<file path="config.mk">
export PLATFORM = sky130hd
export DESIGN_NAME = tc_timer_ctrl
export DESIGN_NICKNAME = d
export VERILOG_FILES = /design/src/include/tc_pkg.sv /design/src/include/tc_tick_if.sv /design/src/hdl/tc_prescale.sv /design/src/hdl/tc_pin_sample.sv /design/src/hdl/tc_timer_ctrl.sv
export SDC_FILE = /design/constraint.sdc
export NUM_CORES = 1
export LEC_CHECK = 0
export BUFFER_PORTS_ARGS = -buffer_cell sky130_fd_sc_hd__buf_2
export CAP_MARGIN = 20
export CORE_MARGIN = 1
export CORE_UTILIZATION = 40
export CTS_BUF_LIST = sky130_fd_sc_hd__clkbuf_16
export DETAILED_ROUTE_END_ITERATION = 10
export PLACE_DENSITY = 0.59
export RECOVER_POWER = 100
export REMOVE_ABC_BUFFERS = 1
export SETUP_SLACK_MARGIN = 0.4
export SLEW_MARGIN = 5
export SYNTH_ARGS = -nofsm -noshare
export SYNTH_HDL_FRONTEND = slang
export SYNTH_HIERARCHICAL = 1
export SYNTH_SLANG_ARGS = --single-unit
</file>
<file path="constraint.sdc">
create_clock -name clk -period 1.9 [get_ports clk]
set_input_delay 0.38 -clock clk [delete_from_list [all_inputs] [get_ports clk]]
set_output_delay 0.38 -clock clk [all_outputs]
set_load 0.02 [all_outputs]
</file>
<file path="src/include/tc_pkg.sv">
// Constants, register map and field layout of the dual timer/counter control block.
// Assumes a classic Wishbone master with 32-bit data and byte addresses.
// Overview of operation
// - Each timer sets its own overflow flag in hardware when its count rolls over; timer 1 sets none while timer 0 is in mode 3.
// - A timer overflow flag clears itself when the processor vectors to that timer.
// - Mode selector 00 runs the timer as a 13-bit timer.
// - Mode selector 01 runs the timer as a full 16-bit timer or counter.
// - Mode selector 10 runs an 8-bit counter reloaded from the high byte on overflow.
// - Timer 0 mode 3: low byte is 8-bit timer/counter under timer 0 controls.
// - Timer 0 mode 3: high byte times machine cycles, runs on timer 1 run, sets the timer 1 flag.
// - Timer 1 in mode 3 stops and holds its count.
// - A timer counts only with run set and gate clear or its interrupt pin high.
// - In timer function the count advances once per machine cycle of 12 clocks.
// - In counter function the count advances on a sampled falling edge of its pin.
// - Mode register holds timer 1 gate at bit 7, timer 0 gate at bit 3, nibble each.
package tc_pkg;
   // Byte offsets of the registers
   localparam logic [7:0] ADR_CTRL = 8'h00;
   localparam logic [7:0] ADR_MODE = 8'h04;
   localparam logic [7:0] ADR_T0_CNT = 8'h08;
   localparam logic [7:0] ADR_T1_CNT = 8'h0C;
   localparam logic [7:0] ADR_IRQ_STS = 8'h10;
   localparam logic [7:0] ADR_IRQ_CLR = 8'h14;
   localparam logic [7:0] ADR_IRQ_EN = 8'h18;
   // timer_run_flag_control bit positions
   localparam int CTRL_T1_OVF = 7;
   localparam int CTRL_T1_RUN = 6;
   localparam int CTRL_T0_OVF = 5;
   localparam int CTRL_T0_RUN = 4;
   localparam int CTRL_X1_FLAG = 3;
   localparam int CTRL_X1_TYPE = 2;
   localparam int CTRL_X0_FLAG = 1;
   localparam int CTRL_X0_TYPE = 0;
   // timer_mode_select bit positions
   localparam int MODE_T1_GATE = 7;
   localparam int MODE_T1_CT = 6;
   localparam int MODE_T1_SEL = 4;
   localparam int MODE_T0_GATE = 3;
   localparam int MODE_T0_CT = 2;
   localparam int MODE_T0_SEL = 0;
   // Operating modes
   localparam logic [1:0] MODE_13BIT = 2'h0;
   localparam logic [1:0] MODE_16BIT = 2'h1;
   localparam logic [1:0] MODE_RELOAD = 2'h2;
   localparam logic [1:0] MODE_SPLIT = 2'h3;
   // Reset values
   localparam logic [7:0] CTRL_RESET = 8'h00;
   localparam logic [7:0] MODE_RESET = 8'h00;
   localparam logic [3:0] PIN_IDLE = 4'hF;
   // Event and vector index: ext 0, timer 0, ext 1, timer 1
   localparam int EV_X0 = 0;
   localparam int EV_T0 = 1;
   localparam int EV_X1 = 2;
   localparam int EV_T1 = 3;
   // Pin index in the sampler
   localparam int PIN_T0 = 0;
   localparam int PIN_T1 = 1;
   localparam int PIN_X0 = 2;
   localparam int PIN_X1 = 3;
   // Clock periods per machine cycle
   localparam int CLK_PER_MC = 12;
endpackage

</file>
<file path="src/include/tc_tick_if.sv">
// Machine-cycle tick and sampled pin events shared inside the timer block.
// Assumes all users run on the same clock.
`timescale 1ns/1ps
interface tc_tick_if;
   logic tick;
   logic [3:0] fall;
   logic [3:0] level;
   modport div (output tick);
   modport samp (input tick, output fall, output level);
   modport core (input tick, input fall, input level);
endinterface

</file>
<file path="src/hdl/tc_prescale.sv">
// Divider giving a one-cycle pulse per machine cycle.
// Assumes clk is the oscillator clock.
`timescale 1ns/1ps
module tc_prescale
   import tc_pkg::*;
#(
   parameter int DIV = CLK_PER_MC
)
(
   // Clock and reset
   input wire logic clk,
   input wire logic arst_n,
   // Tick out
   tc_tick_if.div tk
);
   typedef struct packed {
      logic [3:0] cnt;
      logic tick;
   } tc_div_t;
   tc_div_t s_q, s_d;

   always_comb
   begin
      s_d = s_q;
      s_d.tick = 1'b0;
      if (s_q.cnt == 4'(DIV - 1))
      begin
         s_d.cnt = 4'h0;
         s_d.tick = 1'b1;
      end
      else
         s_d.cnt = s_q.cnt + 4'h1;
   end

   always_ff @(posedge clk or negedge arst_n)
   begin
      if (!arst_n)
         s_q <= '0;
      else
         s_q <= s_d;
   end

   assign tk.tick = s_q.tick;
endmodule

</file>
<file path="src/hdl/tc_pin_sample.sv">
// Samples count and interrupt pins once per machine cycle and flags falling edges.
// Assumes pins are synchronous to clk.
`timescale 1ns/1ps
module tc_pin_sample
   import tc_pkg::*;
(
   // Clock and reset
   input wire logic clk,
   input wire logic arst_n,
   // Pins: t0 count, t1 count, irq 0, irq 1
   input wire logic [3:0] pins,
   // Sampled events
   tc_tick_if.samp tk
);
   typedef struct packed {
      logic [3:0] samp;
      logic [3:0] fall;
   } tc_samp_t;
   tc_samp_t s_q, s_d;

   always_comb
   begin
      s_d = s_q;
      s_d.fall = 4'h0;
      if (tk.tick)
      begin
         s_d.samp = pins;
         s_d.fall = s_q.samp & ~pins;
      end
   end

   always_ff @(posedge clk or negedge arst_n)
   begin
      if (!arst_n)
      begin
         s_q.samp <= PIN_IDLE;
         s_q.fall <= 4'h0;
      end
      else
         s_q <= s_d;
   end

   assign tk.fall = s_q.fall;
   assign tk.level = s_q.samp;
endmodule

</file>
<file path="src/hdl/tc_timer_ctrl.sv">
// Top of the dual timer/counter control block with its Wishbone register slave.
// Assumes a classic Wishbone master and a CPU that pulses vector_ack on vectoring.
`timescale 1ns/1ps
module tc_timer_ctrl
   import tc_pkg::*;
(
   // Clock and reset
   input wire logic clk,
   input wire logic arst_n,
   // Wishbone slave
   input wire logic wb_cyc_i,
   input wire logic wb_stb_i,
   input wire logic wb_we_i,
   input wire logic [7:0] wb_adr_i,
   input wire logic [3:0] wb_sel_i,
   input wire logic [31:0] wb_dat_i,
   output logic [31:0] wb_dat_o,
   output logic wb_ack_o,
   // External pins
   input wire logic t0_count_pin,
   input wire logic t1_count_pin,
   input wire logic ext_irq0_pin,
   input wire logic ext_irq1_pin,
   // CPU vectoring: ext 0, timer 0, ext 1, timer 1
   input wire logic [3:0] vector_ack,
   // Interrupt requests
   output logic [3:0] irq_req,
   output logic irq
);
   typedef struct packed {
      logic [7:0] ctrl;
      logic [7:0] mode;
      logic [7:0] t0_low_byte;
      logic [7:0] t0_high_byte;
      logic [7:0] t1_lo;
      logic [7:0] t1_hi;
      logic [3:0] sts;
      logic [3:0] en;
      logic ack;
      logic [31:0] dat;
   } tc_state_t;
   tc_state_t s_q, s_d;

   tc_tick_if tk ();

   tc_prescale #(.DIV(CLK_PER_MC)) u_div (
      .clk(clk),
      .arst_n(arst_n),
      .tk(tk)
   );

   tc_pin_sample u_samp (
      .clk(clk),
      .arst_n(arst_n),
      .pins({ext_irq1_pin, ext_irq0_pin, t1_count_pin, t0_count_pin}),
      .tk(tk)
   );

   // One count step: returns {overflow, high, low}
   function automatic logic [16:0] step(input logic [1:0] m, input logic [7:0] hi,
                                        input logic [7:0] lo);
      logic [13:0] v13;
      logic [16:0] v16;
      logic [8:0] v8;
      v13 = {1'b0, hi, lo[4:0]} + 14'h0001;
      v16 = {1'b0, hi, lo} + 17'h00001;
      v8 = {1'b0, lo} + 9'h001;
      unique case (m)
         MODE_13BIT: step = {v13[13], v13[12:5], lo[7:5], v13[4:0]};
         MODE_16BIT: step = v16;
         MODE_RELOAD: step = {v8[8], hi, v8[8] ? hi : v8[7:0]};
         MODE_SPLIT: step = {1'b0, hi, lo};
      endcase
   endfunction

   // Byte-lane merge of a write into an 8-bit field
   function automatic logic [7:0] lane(input logic [7:0] old, input logic [31:0] d,
                                       input logic [3:0] sel, input int b);
      lane = sel[b] ? d[8*b +: 8] : old;
   endfunction

   logic hit, wr;
   logic [1:0] m0, m1;
   logic run0, run1, inc0, inc1, inc0h;
   logic set_t0, set_t1, set_x0, set_x1;
   logic [16:0] r0, r1;
   logic [8:0] lo8, hi8;
   logic [7:0] c;

   always_comb
   begin
      s_d = s_q;
      hit = wb_cyc_i & wb_stb_i;
      wr = hit & wb_we_i & s_q.ack;
      s_d.ack = hit & ~s_q.ack;
      m0 = s_q.mode[MODE_T0_SEL +: 2];
      m1 = s_q.mode[MODE_T1_SEL +: 2];
      // Counted input gating
      run0 = s_q.ctrl[CTRL_T0_RUN] & (~s_q.mode[MODE_T0_GATE] | ext_irq0_pin);
      run1 = s_q.ctrl[CTRL_T1_RUN] & (~s_q.mode[MODE_T1_GATE] | ext_irq1_pin);
      inc0 = run0 & (s_q.mode[MODE_T0_CT] ? tk.fall[PIN_T0] : tk.tick);
      inc1 = run1 & (s_q.mode[MODE_T1_CT] ? tk.fall[PIN_T1] : tk.tick);
      inc0h = s_q.ctrl[CTRL_T1_RUN] & tk.tick;
      set_t0 = 1'b0;
      set_t1 = 1'b0;
      r0 = step(m0, s_q.t0_high_byte, s_q.t0_low_byte);
      r1 = step(m1, s_q.t1_hi, s_q.t1_lo);
      lo8 = {1'b0, s_q.t0_low_byte} + 9'h001;
      hi8 = {1'b0, s_q.t0_high_byte} + 9'h001;
      // Timer 0
      if (m0 == MODE_SPLIT)
      begin
         if (inc0)
         begin
            s_d.t0_low_byte = lo8[7:0];
            set_t0 = lo8[8];
         end
         if (inc0h)
         begin
            s_d.t0_high_byte = hi8[7:0];
            set_t1 = hi8[8];
         end
      end
      else if (inc0)
      begin
         {set_t0, s_d.t0_high_byte, s_d.t0_low_byte} = r0;
      end
      // Timer 1 keeps counting while timer 0 borrows its flag, but raises none
      if (inc1 && m1 != MODE_SPLIT)
      begin
         s_d.t1_hi = r1[15:8];
         s_d.t1_lo = r1[7:0];
         if (m0 != MODE_SPLIT)
            set_t1 = r1[16];
      end
      // External interrupt events
      set_x0 = s_q.ctrl[CTRL_X0_TYPE] ? tk.fall[PIN_X0] : ~tk.level[PIN_X0];
      set_x1 = s_q.ctrl[CTRL_X1_TYPE] ? tk.fall[PIN_X1] : ~tk.level[PIN_X1];
      // Control register: software write, vector clear, then hardware set wins
      c = s_q.ctrl;
      if (wr && wb_adr_i == ADR_CTRL)
         c = lane(c, wb_dat_i, wb_sel_i, 0);
      if (vector_ack[EV_T0])
         c[CTRL_T0_OVF] = 1'b0;
      if (vector_ack[EV_T1])
         c[CTRL_T1_OVF] = 1'b0;
      if (s_q.ctrl[CTRL_X0_TYPE])
      begin
         if (vector_ack[EV_X0])
            c[CTRL_X0_FLAG] = 1'b0;
      end
      else
         c[CTRL_X0_FLAG] = 1'b0;
      if (s_q.ctrl[CTRL_X1_TYPE])
      begin
         if (vector_ack[EV_X1])
            c[CTRL_X1_FLAG] = 1'b0;
      end
      else
         c[CTRL_X1_FLAG] = 1'b0;
      c[CTRL_T0_OVF] = c[CTRL_T0_OVF] | set_t0;
      c[CTRL_T1_OVF] = c[CTRL_T1_OVF] | set_t1;
      c[CTRL_X0_FLAG] = c[CTRL_X0_FLAG] | set_x0;
      c[CTRL_X1_FLAG] = c[CTRL_X1_FLAG] | set_x1;
      s_d.ctrl = c;
      // Other registers; a count write overrides the step in that cycle
      if (wr)
      begin
         unique case (wb_adr_i)
            ADR_MODE: s_d.mode = lane(s_q.mode, wb_dat_i, wb_sel_i, 0);
            ADR_T0_CNT:
            begin
               s_d.t0_low_byte = lane(s_d.t0_low_byte, wb_dat_i, wb_sel_i, 0);
               s_d.t0_high_byte = lane(s_d.t0_high_byte, wb_dat_i, wb_sel_i, 1);
            end
            ADR_T1_CNT:
            begin
               s_d.t1_lo = lane(s_d.t1_lo, wb_dat_i, wb_sel_i, 0);
               s_d.t1_hi = lane(s_d.t1_hi, wb_dat_i, wb_sel_i, 1);
            end
            ADR_IRQ_EN: s_d.en = wb_sel_i[0] ? wb_dat_i[3:0] : s_q.en;
            ADR_IRQ_CLR: s_d.sts = wb_sel_i[0] ? s_q.sts & ~wb_dat_i[3:0] : s_q.sts;
            default: s_d.mode = s_q.mode;
         endcase
      end
      // Sticky status, set wins over clear
      s_d.sts[EV_X0] = s_d.sts[EV_X0] | set_x0;
      s_d.sts[EV_T0] = s_d.sts[EV_T0] | set_t0;
      s_d.sts[EV_X1] = s_d.sts[EV_X1] | set_x1;
      s_d.sts[EV_T1] = s_d.sts[EV_T1] | set_t1;
      // Read data, captured as the answer is raised
      if (hit && !s_q.ack)
      begin
         unique case (wb_adr_i)
            ADR_CTRL: s_d.dat = {24'h000000, s_q.ctrl};
            ADR_MODE: s_d.dat = {24'h000000, s_q.mode};
            ADR_T0_CNT: s_d.dat = {16'h0000, s_q.t0_high_byte, s_q.t0_low_byte};
            ADR_T1_CNT: s_d.dat = {16'h0000, s_q.t1_hi, s_q.t1_lo};
            ADR_IRQ_STS: s_d.dat = {28'h0000000, s_q.sts};
            ADR_IRQ_EN: s_d.dat = {28'h0000000, s_q.en};
            default: s_d.dat = 32'h00000000;
         endcase
      end
   end

   always_ff @(posedge clk or negedge arst_n)
   begin
      if (!arst_n)
      begin
         s_q <= '0;
         s_q.ctrl <= CTRL_RESET;
         s_q.mode <= MODE_RESET;
      end
      else
         s_q <= s_d;
   end

   assign wb_ack_o = s_q.ack;
   assign wb_dat_o = s_q.dat;
   assign irq_req = {s_q.ctrl[CTRL_T1_OVF], s_q.ctrl[CTRL_X1_FLAG],
                     s_q.ctrl[CTRL_T0_OVF], s_q.ctrl[CTRL_X0_FLAG]};
   assign irq = |(s_q.sts & s_q.en);
endmodule

</file>
* Word level (Yosys, flattened, before mapping)
Cells that the tools add are included.
Storage, ports and cells: bits in read-only memories 0, input port bits 57, register bits after elaboration 102, memories 0, output and inout port bits 38, latch bits 0, logic and storage cells 121, memory bits (writable) 0
Operators by class: multiplexer cells 43, $lt $le $gt $ge 0, bitwise logic cells 29, reduce and logical (&&, ||, !) cells 11, divide/modulo/power cells 0, multiply operators 0, add/sub/neg operators 8, eq/ne operators 15, shifts and indexed selects 0
Operators with widths (count):
- case mux 16 bit (6 select lines) | 1
- 2-to-1 mux 16 bit | 5
- 2-to-1 mux 8 bit | 10
- case mux 17 bit (4 select lines) | 1
- case mux 17 bit (3 select lines) | 1
- 2-to-1 mux 40 bit | 1
- adder 16 x 1 -> 17 bit, second input constant | 2
- adder 13 x 1 -> 14 bit, second input constant | 2
- adder 8 x 1 -> 9 bit, second input constant | 3
- equality test 8 x 5 -> 1 bit, second input constant | 3
- 2-to-1 mux 4 bit | 6
- 2-to-1 mux 1 bit | 18
- equality test 8 x 4 -> 1 bit, second input constant | 2
- bitwise AND 4 bit | 3
- bitwise OR 1 bit | 10
- bitwise AND 1 bit | 9
- equality test 2 bit, second input constant | 4
- equality test 8 x 3 -> 1 bit, second input constant | 1
- zero test 8 bit | 1
- inverter 4 bit | 2
- AND reduction 3 bit | 2
- inverter 1 bit | 5
- adder 4 x 1 -> 4 bit, second input constant | 1
- equality test 2 x 1 -> 1 bit, second input constant | 2
- 7 further kinds | 11

* Logic depth before layout (Yosys ltp)
depth in word-level cells 10, depth in mapped cells 9, mapped depth without buffers 8

* Cells and area by module
The synthesis kept the hierarchy.
By module, submodules not included:
- tc_timer_ctrl | cells an instance 621, area an instance 5191.2 um^2, sequential area each 1826.8 um^2, instances 1
- tc_pin_sample | cells an instance 17, area an instance 316.6 um^2, sequential area each 205.2 um^2, instances 1
- tc_prescale | cells an instance 15, area an instance 198.9 um^2, sequential area each 125.1 um^2, instances 1

* Worst setup path before layout
Ideal clock, no wire load.
path type register to register, start point register s_q (netlist bit m0[0]), end point register s_q[65] (netlist bit), buffers on the path 1, cell stages (with the launch flop) 10, setup time 0.083 ns, required time 1.817 ns, arrival 2.034 ns, path slack -0.216 ns, period minus slack after synthesis 2.116 ns, cell sequence dfrtp_1 > inv_1 > ha_1 > buf_2 > and2b_1 > nor4b_1 > a21oi_1 > o21ai_0 > o21ai_0 > o21ai_0
RTL lines:
- start, declared | line tc_timer_ctrl.sv:42 | tc_state_t s_q, s_d;

==> qor.csv <==
metric;value;unit
status;finished with violations;
failing checks;negative setup slack;
final hold vios;0;
Layout Nets;869;
DRT Pass-1 Iters;5;
Routed met3 length;882;microns
Critical Setup Path Class;flop to flop;
Setup Skew;5.85;ps
FP Rows;43;
setup ws final;-74.7;ps
WP data required;2120;ps
final worst path period need;1970;ps
# setup viols final;14;
H-tree Lvls;3;
reg2reg setup slack;-70;ps
first-pass GRT wire length;29300;microns
DPL Wire Length;13700;microns
reg2reg path depth;9;
Layout Cells excl Fill;990;
Hold Path Depth;2;
crit path capture type;flop;
WL per Instance;19.6;microns
Slew headroom;0.359;
CTS Root Cell;clkbuf_16;
crit path max fanout;3;
Die W;121;microns
pre-CTS WS;-165;ps
Port Buffer Count;60;
Via density;5.79;
GRT overflow;0;
Inserted Clock Buffers;9;
register area share after synthesis;0.378;
Reg-to-Reg Start;s_q[50];
sw frac;0.250;
sequential share of power;0.456;
final antenna diode count;0;
power per cell area;533;nW/um^2
FF+latch count, synth;86;
Skew-Pair Late Insertion Delay;350;ps
Hold WC Path Type;primary input to flop;
Die Area;14700;sq um
clock tree from TritonCTS;yes;
Max Root-Sink Buffers;2;
logic gate share of total power;0.092;
vias;5735;
Max VDD drop;0.487;mV
DRC viols;0;
post-placement cell count;942;
Worst EP arrival;2200;ps
share of layout cells above drive strength 1;0.405;
Top Layer Used;met4;
vias in the first global route;5538;
clock sink total;86;
Die Y;121;microns
met2 WL;9750;microns
Max Clock Freq;506;MHz
internal power;3.17;mW
pins over their slew limit;0;
leakage power total;3.32;nW
Most used DFF post-synth;dfrtp_1;
gr usage total;0.264;
Syn Inst Count;653;
Avg Cell Area, Syn;8.74;sq um
CP startpoint kind;flop;
Cell Area, Synth;5710;sq um
actual slew at the worst max-slew pin;962;ps
max-cap violations;0;
starting DRC count in detailed routing;502;
fin crit share;1.04;
setup TNS;-512;ps
core area;13900;sq um
M1 WL;8170;microns
P_sw;1.06;mW
hold path endpoint;irq_req[3];
hold wc startpoint;vector_ack[3];
initial antenna violation count;0;
routed wire length;19400;microns
Initial Util;0.411;
Ports;95;
Fill cells;1222;
DP Area;6700;sq um
Cell variety after synth;71;
worst hold margin;220;ps
Async S/R FF share, synth;1.00;
largest net degree at the start of global routing;33;
gpl congestion;0.953;
number of routed nets with antenna violations;0;
number of synthesized flops with an enable pin;0;
synthesis-to-finish area growth;39.0;%
Clock Pin Slew Worst Setup and Hold Paths;70;ps
design area;7930;sq um
worst r2r dst;s_q[45];
RSZ-0062 raised after global routing;true;
Syn. warnings;6;
Clock power frac;0.452;
-- cells in the mapped netlist (all sizes together), types with 4 or more instances --
master	n	area share
xnor2	15	0.023
a22oi	14	0.018
inv	13	0.0086
o21ai	54	0.047
o211ai	4	0.0053
xor2	9	0.014
o31ai	8	0.012
a21oi	40	0.035
nand3	25	0.024
and3	4	0.0044
nor2	65	0.044
a221oi	7	0.011
buf	49	0.061
nand2b	6	0.0079
dfstp	4	0.018
mux2	20	0.042
nor2b	6	0.0066
mux4	4	0.016
o2111ai	4	0.0061
a31oi	11	0.012
nor3	21	0.021
nand4	6	0.0066
nand2	71	0.047
nor4	7	0.0077
a22o	9	0.014
clkbuf	26	0.017
dfrtp	82	0.36
a211oi	5	0.0066
a21bo	4	0.0070
mux2i	11	0.019
ha	7	0.015
and3b	4	0.0070
-- stage by stage --
step | total power, mW | utilization
after global placement | 2.31 | 0.483
after global routing | 4.37 | 0.571
final | 4.23 | 0.571
after detailed placement | 2.32 | 0.483
after floorplan | 2.10 | -
after CTS | 4.26 | 0.550
-- power by group through the flow --
stage	Clock, mW	Combinational, mW	Sequential, mW
after detailed placement	0	0.369	1.95
after CTS	1.94	0.391	1.92
after floorplan	0	0.146	1.96
after global routing	2.02	0.422	1.93
final	1.91	0.390	1.93
after global placement	0	0.361	1.95
-- area by class of cell --
type	instances	area [sq um]	share of cell area
sequential	86	2160	0.272
multi-input combinational	494	3730	0.471
inverter	13	48.8	0.00615
clock buffer	9	225	0.0284
tap	180	225	0.0284
clock inverter	7	90.1	0.0114
timing repair buffer	201	1450	0.183
-- worst max path at each step --
| stage | slack (ps) | from | to | cells after the start |
|---|---|---|---|---|
| 3_5_place_dp | -160 | m0[1] | s_q[57] | 7 |
| 4_1_cts | 9 | u_div/tk.tick | s_q[40] | 7 |
| 2_1_floorplan | -470 | wb_ack_o | m1[0] | 4 |
| 5_1_grt | -160 | s_q[49] | s_q[45] | 9 |
| 3_3_place_gp | -130 | m0[1] | s_q[67] | 6 |
| 6_report | -70 | s_q[50] | s_q[45] | 9 |
-- timing repair --
action,CTS,global route
pin swaps,45,62
hold buffers,1,0
setup buffers,15,16
endpoints found under the hold margin,8,0
gates resized for setup,130,102
endpoints found under the setup margin,59,73
-- sequential cells by signal, summed over array words and instances, names as in the netlist --
register / flops
m0: 2
wb_dat_o: 16
m1: 2
wb_ack_o: 1
u_div/s_q: 4
u_samp/tk.fall: 4
u_div/tk.tick: 1
irq_req: 4
u_samp/tk.level: 4
s_q: 48
-- critical path, stage by stage (launching register included) --
cell	delay (ps)
dfrtp_1	370
ha_2	210
nand4_1	230
nor3_4	310
o2111ai_4	160
buf_6	160
buf_6	120
nor2_4	100
xnor2_2	120
a21oi_1	80
-- layer usage --
layer | track usage | vias up
li1 | - | 2628
met1 | 0.334 | 2849
met2 | 0.444 | 207
met3 | 0.0493 | 51
met4 | 0.0988 | 0
met5 | 0 | -
-- placed cells by master (no fill, tap or decap), types with 5 or more instances in the layout --
cell type,n
o21ai_0,30
clkbuf_2,5
conb_1,16
nand2_1,62
nand3_2,5
dfrtp_1,81
nor2_2,6
mux2_2,5
nand4_1,6
nor3_4,5
xor2_1,9
buf_4,97
inv_1,12
a21oi_1,28
o31ai_2,5
nand2_2,8
nor2_1,44
nor3_1,13
a31oi_1,11
nor2_4,15
nand3_1,20
mux2i_1,9
xnor2_1,13
a22oi_1,12
o21ai_1,16
nor2b_1,5
clkbuf_16,9
buf_6,31
o21ai_2,6
a21oi_2,9
mux2_1,11
buf_2,35
a22o_1,8
clkbuf_1,28
-- cell families after synthesis --
kind of cell | count (synthesis) | share of synthesized area
buffers and inverters | 88 | 0.0866
and+or+nand+nor | 231 | 0.200
muxes | 35 | 0.0772
adders and majority gates | 7 | 0.0153
DFF | 86 | 0.378
AOI/OAI and AO/OA | 181 | 0.206
xor gates and xnor gates | 24 | 0.0368
other | 1 | 0.000657
No activity file was read; power rests on OpenSTA's default activity.
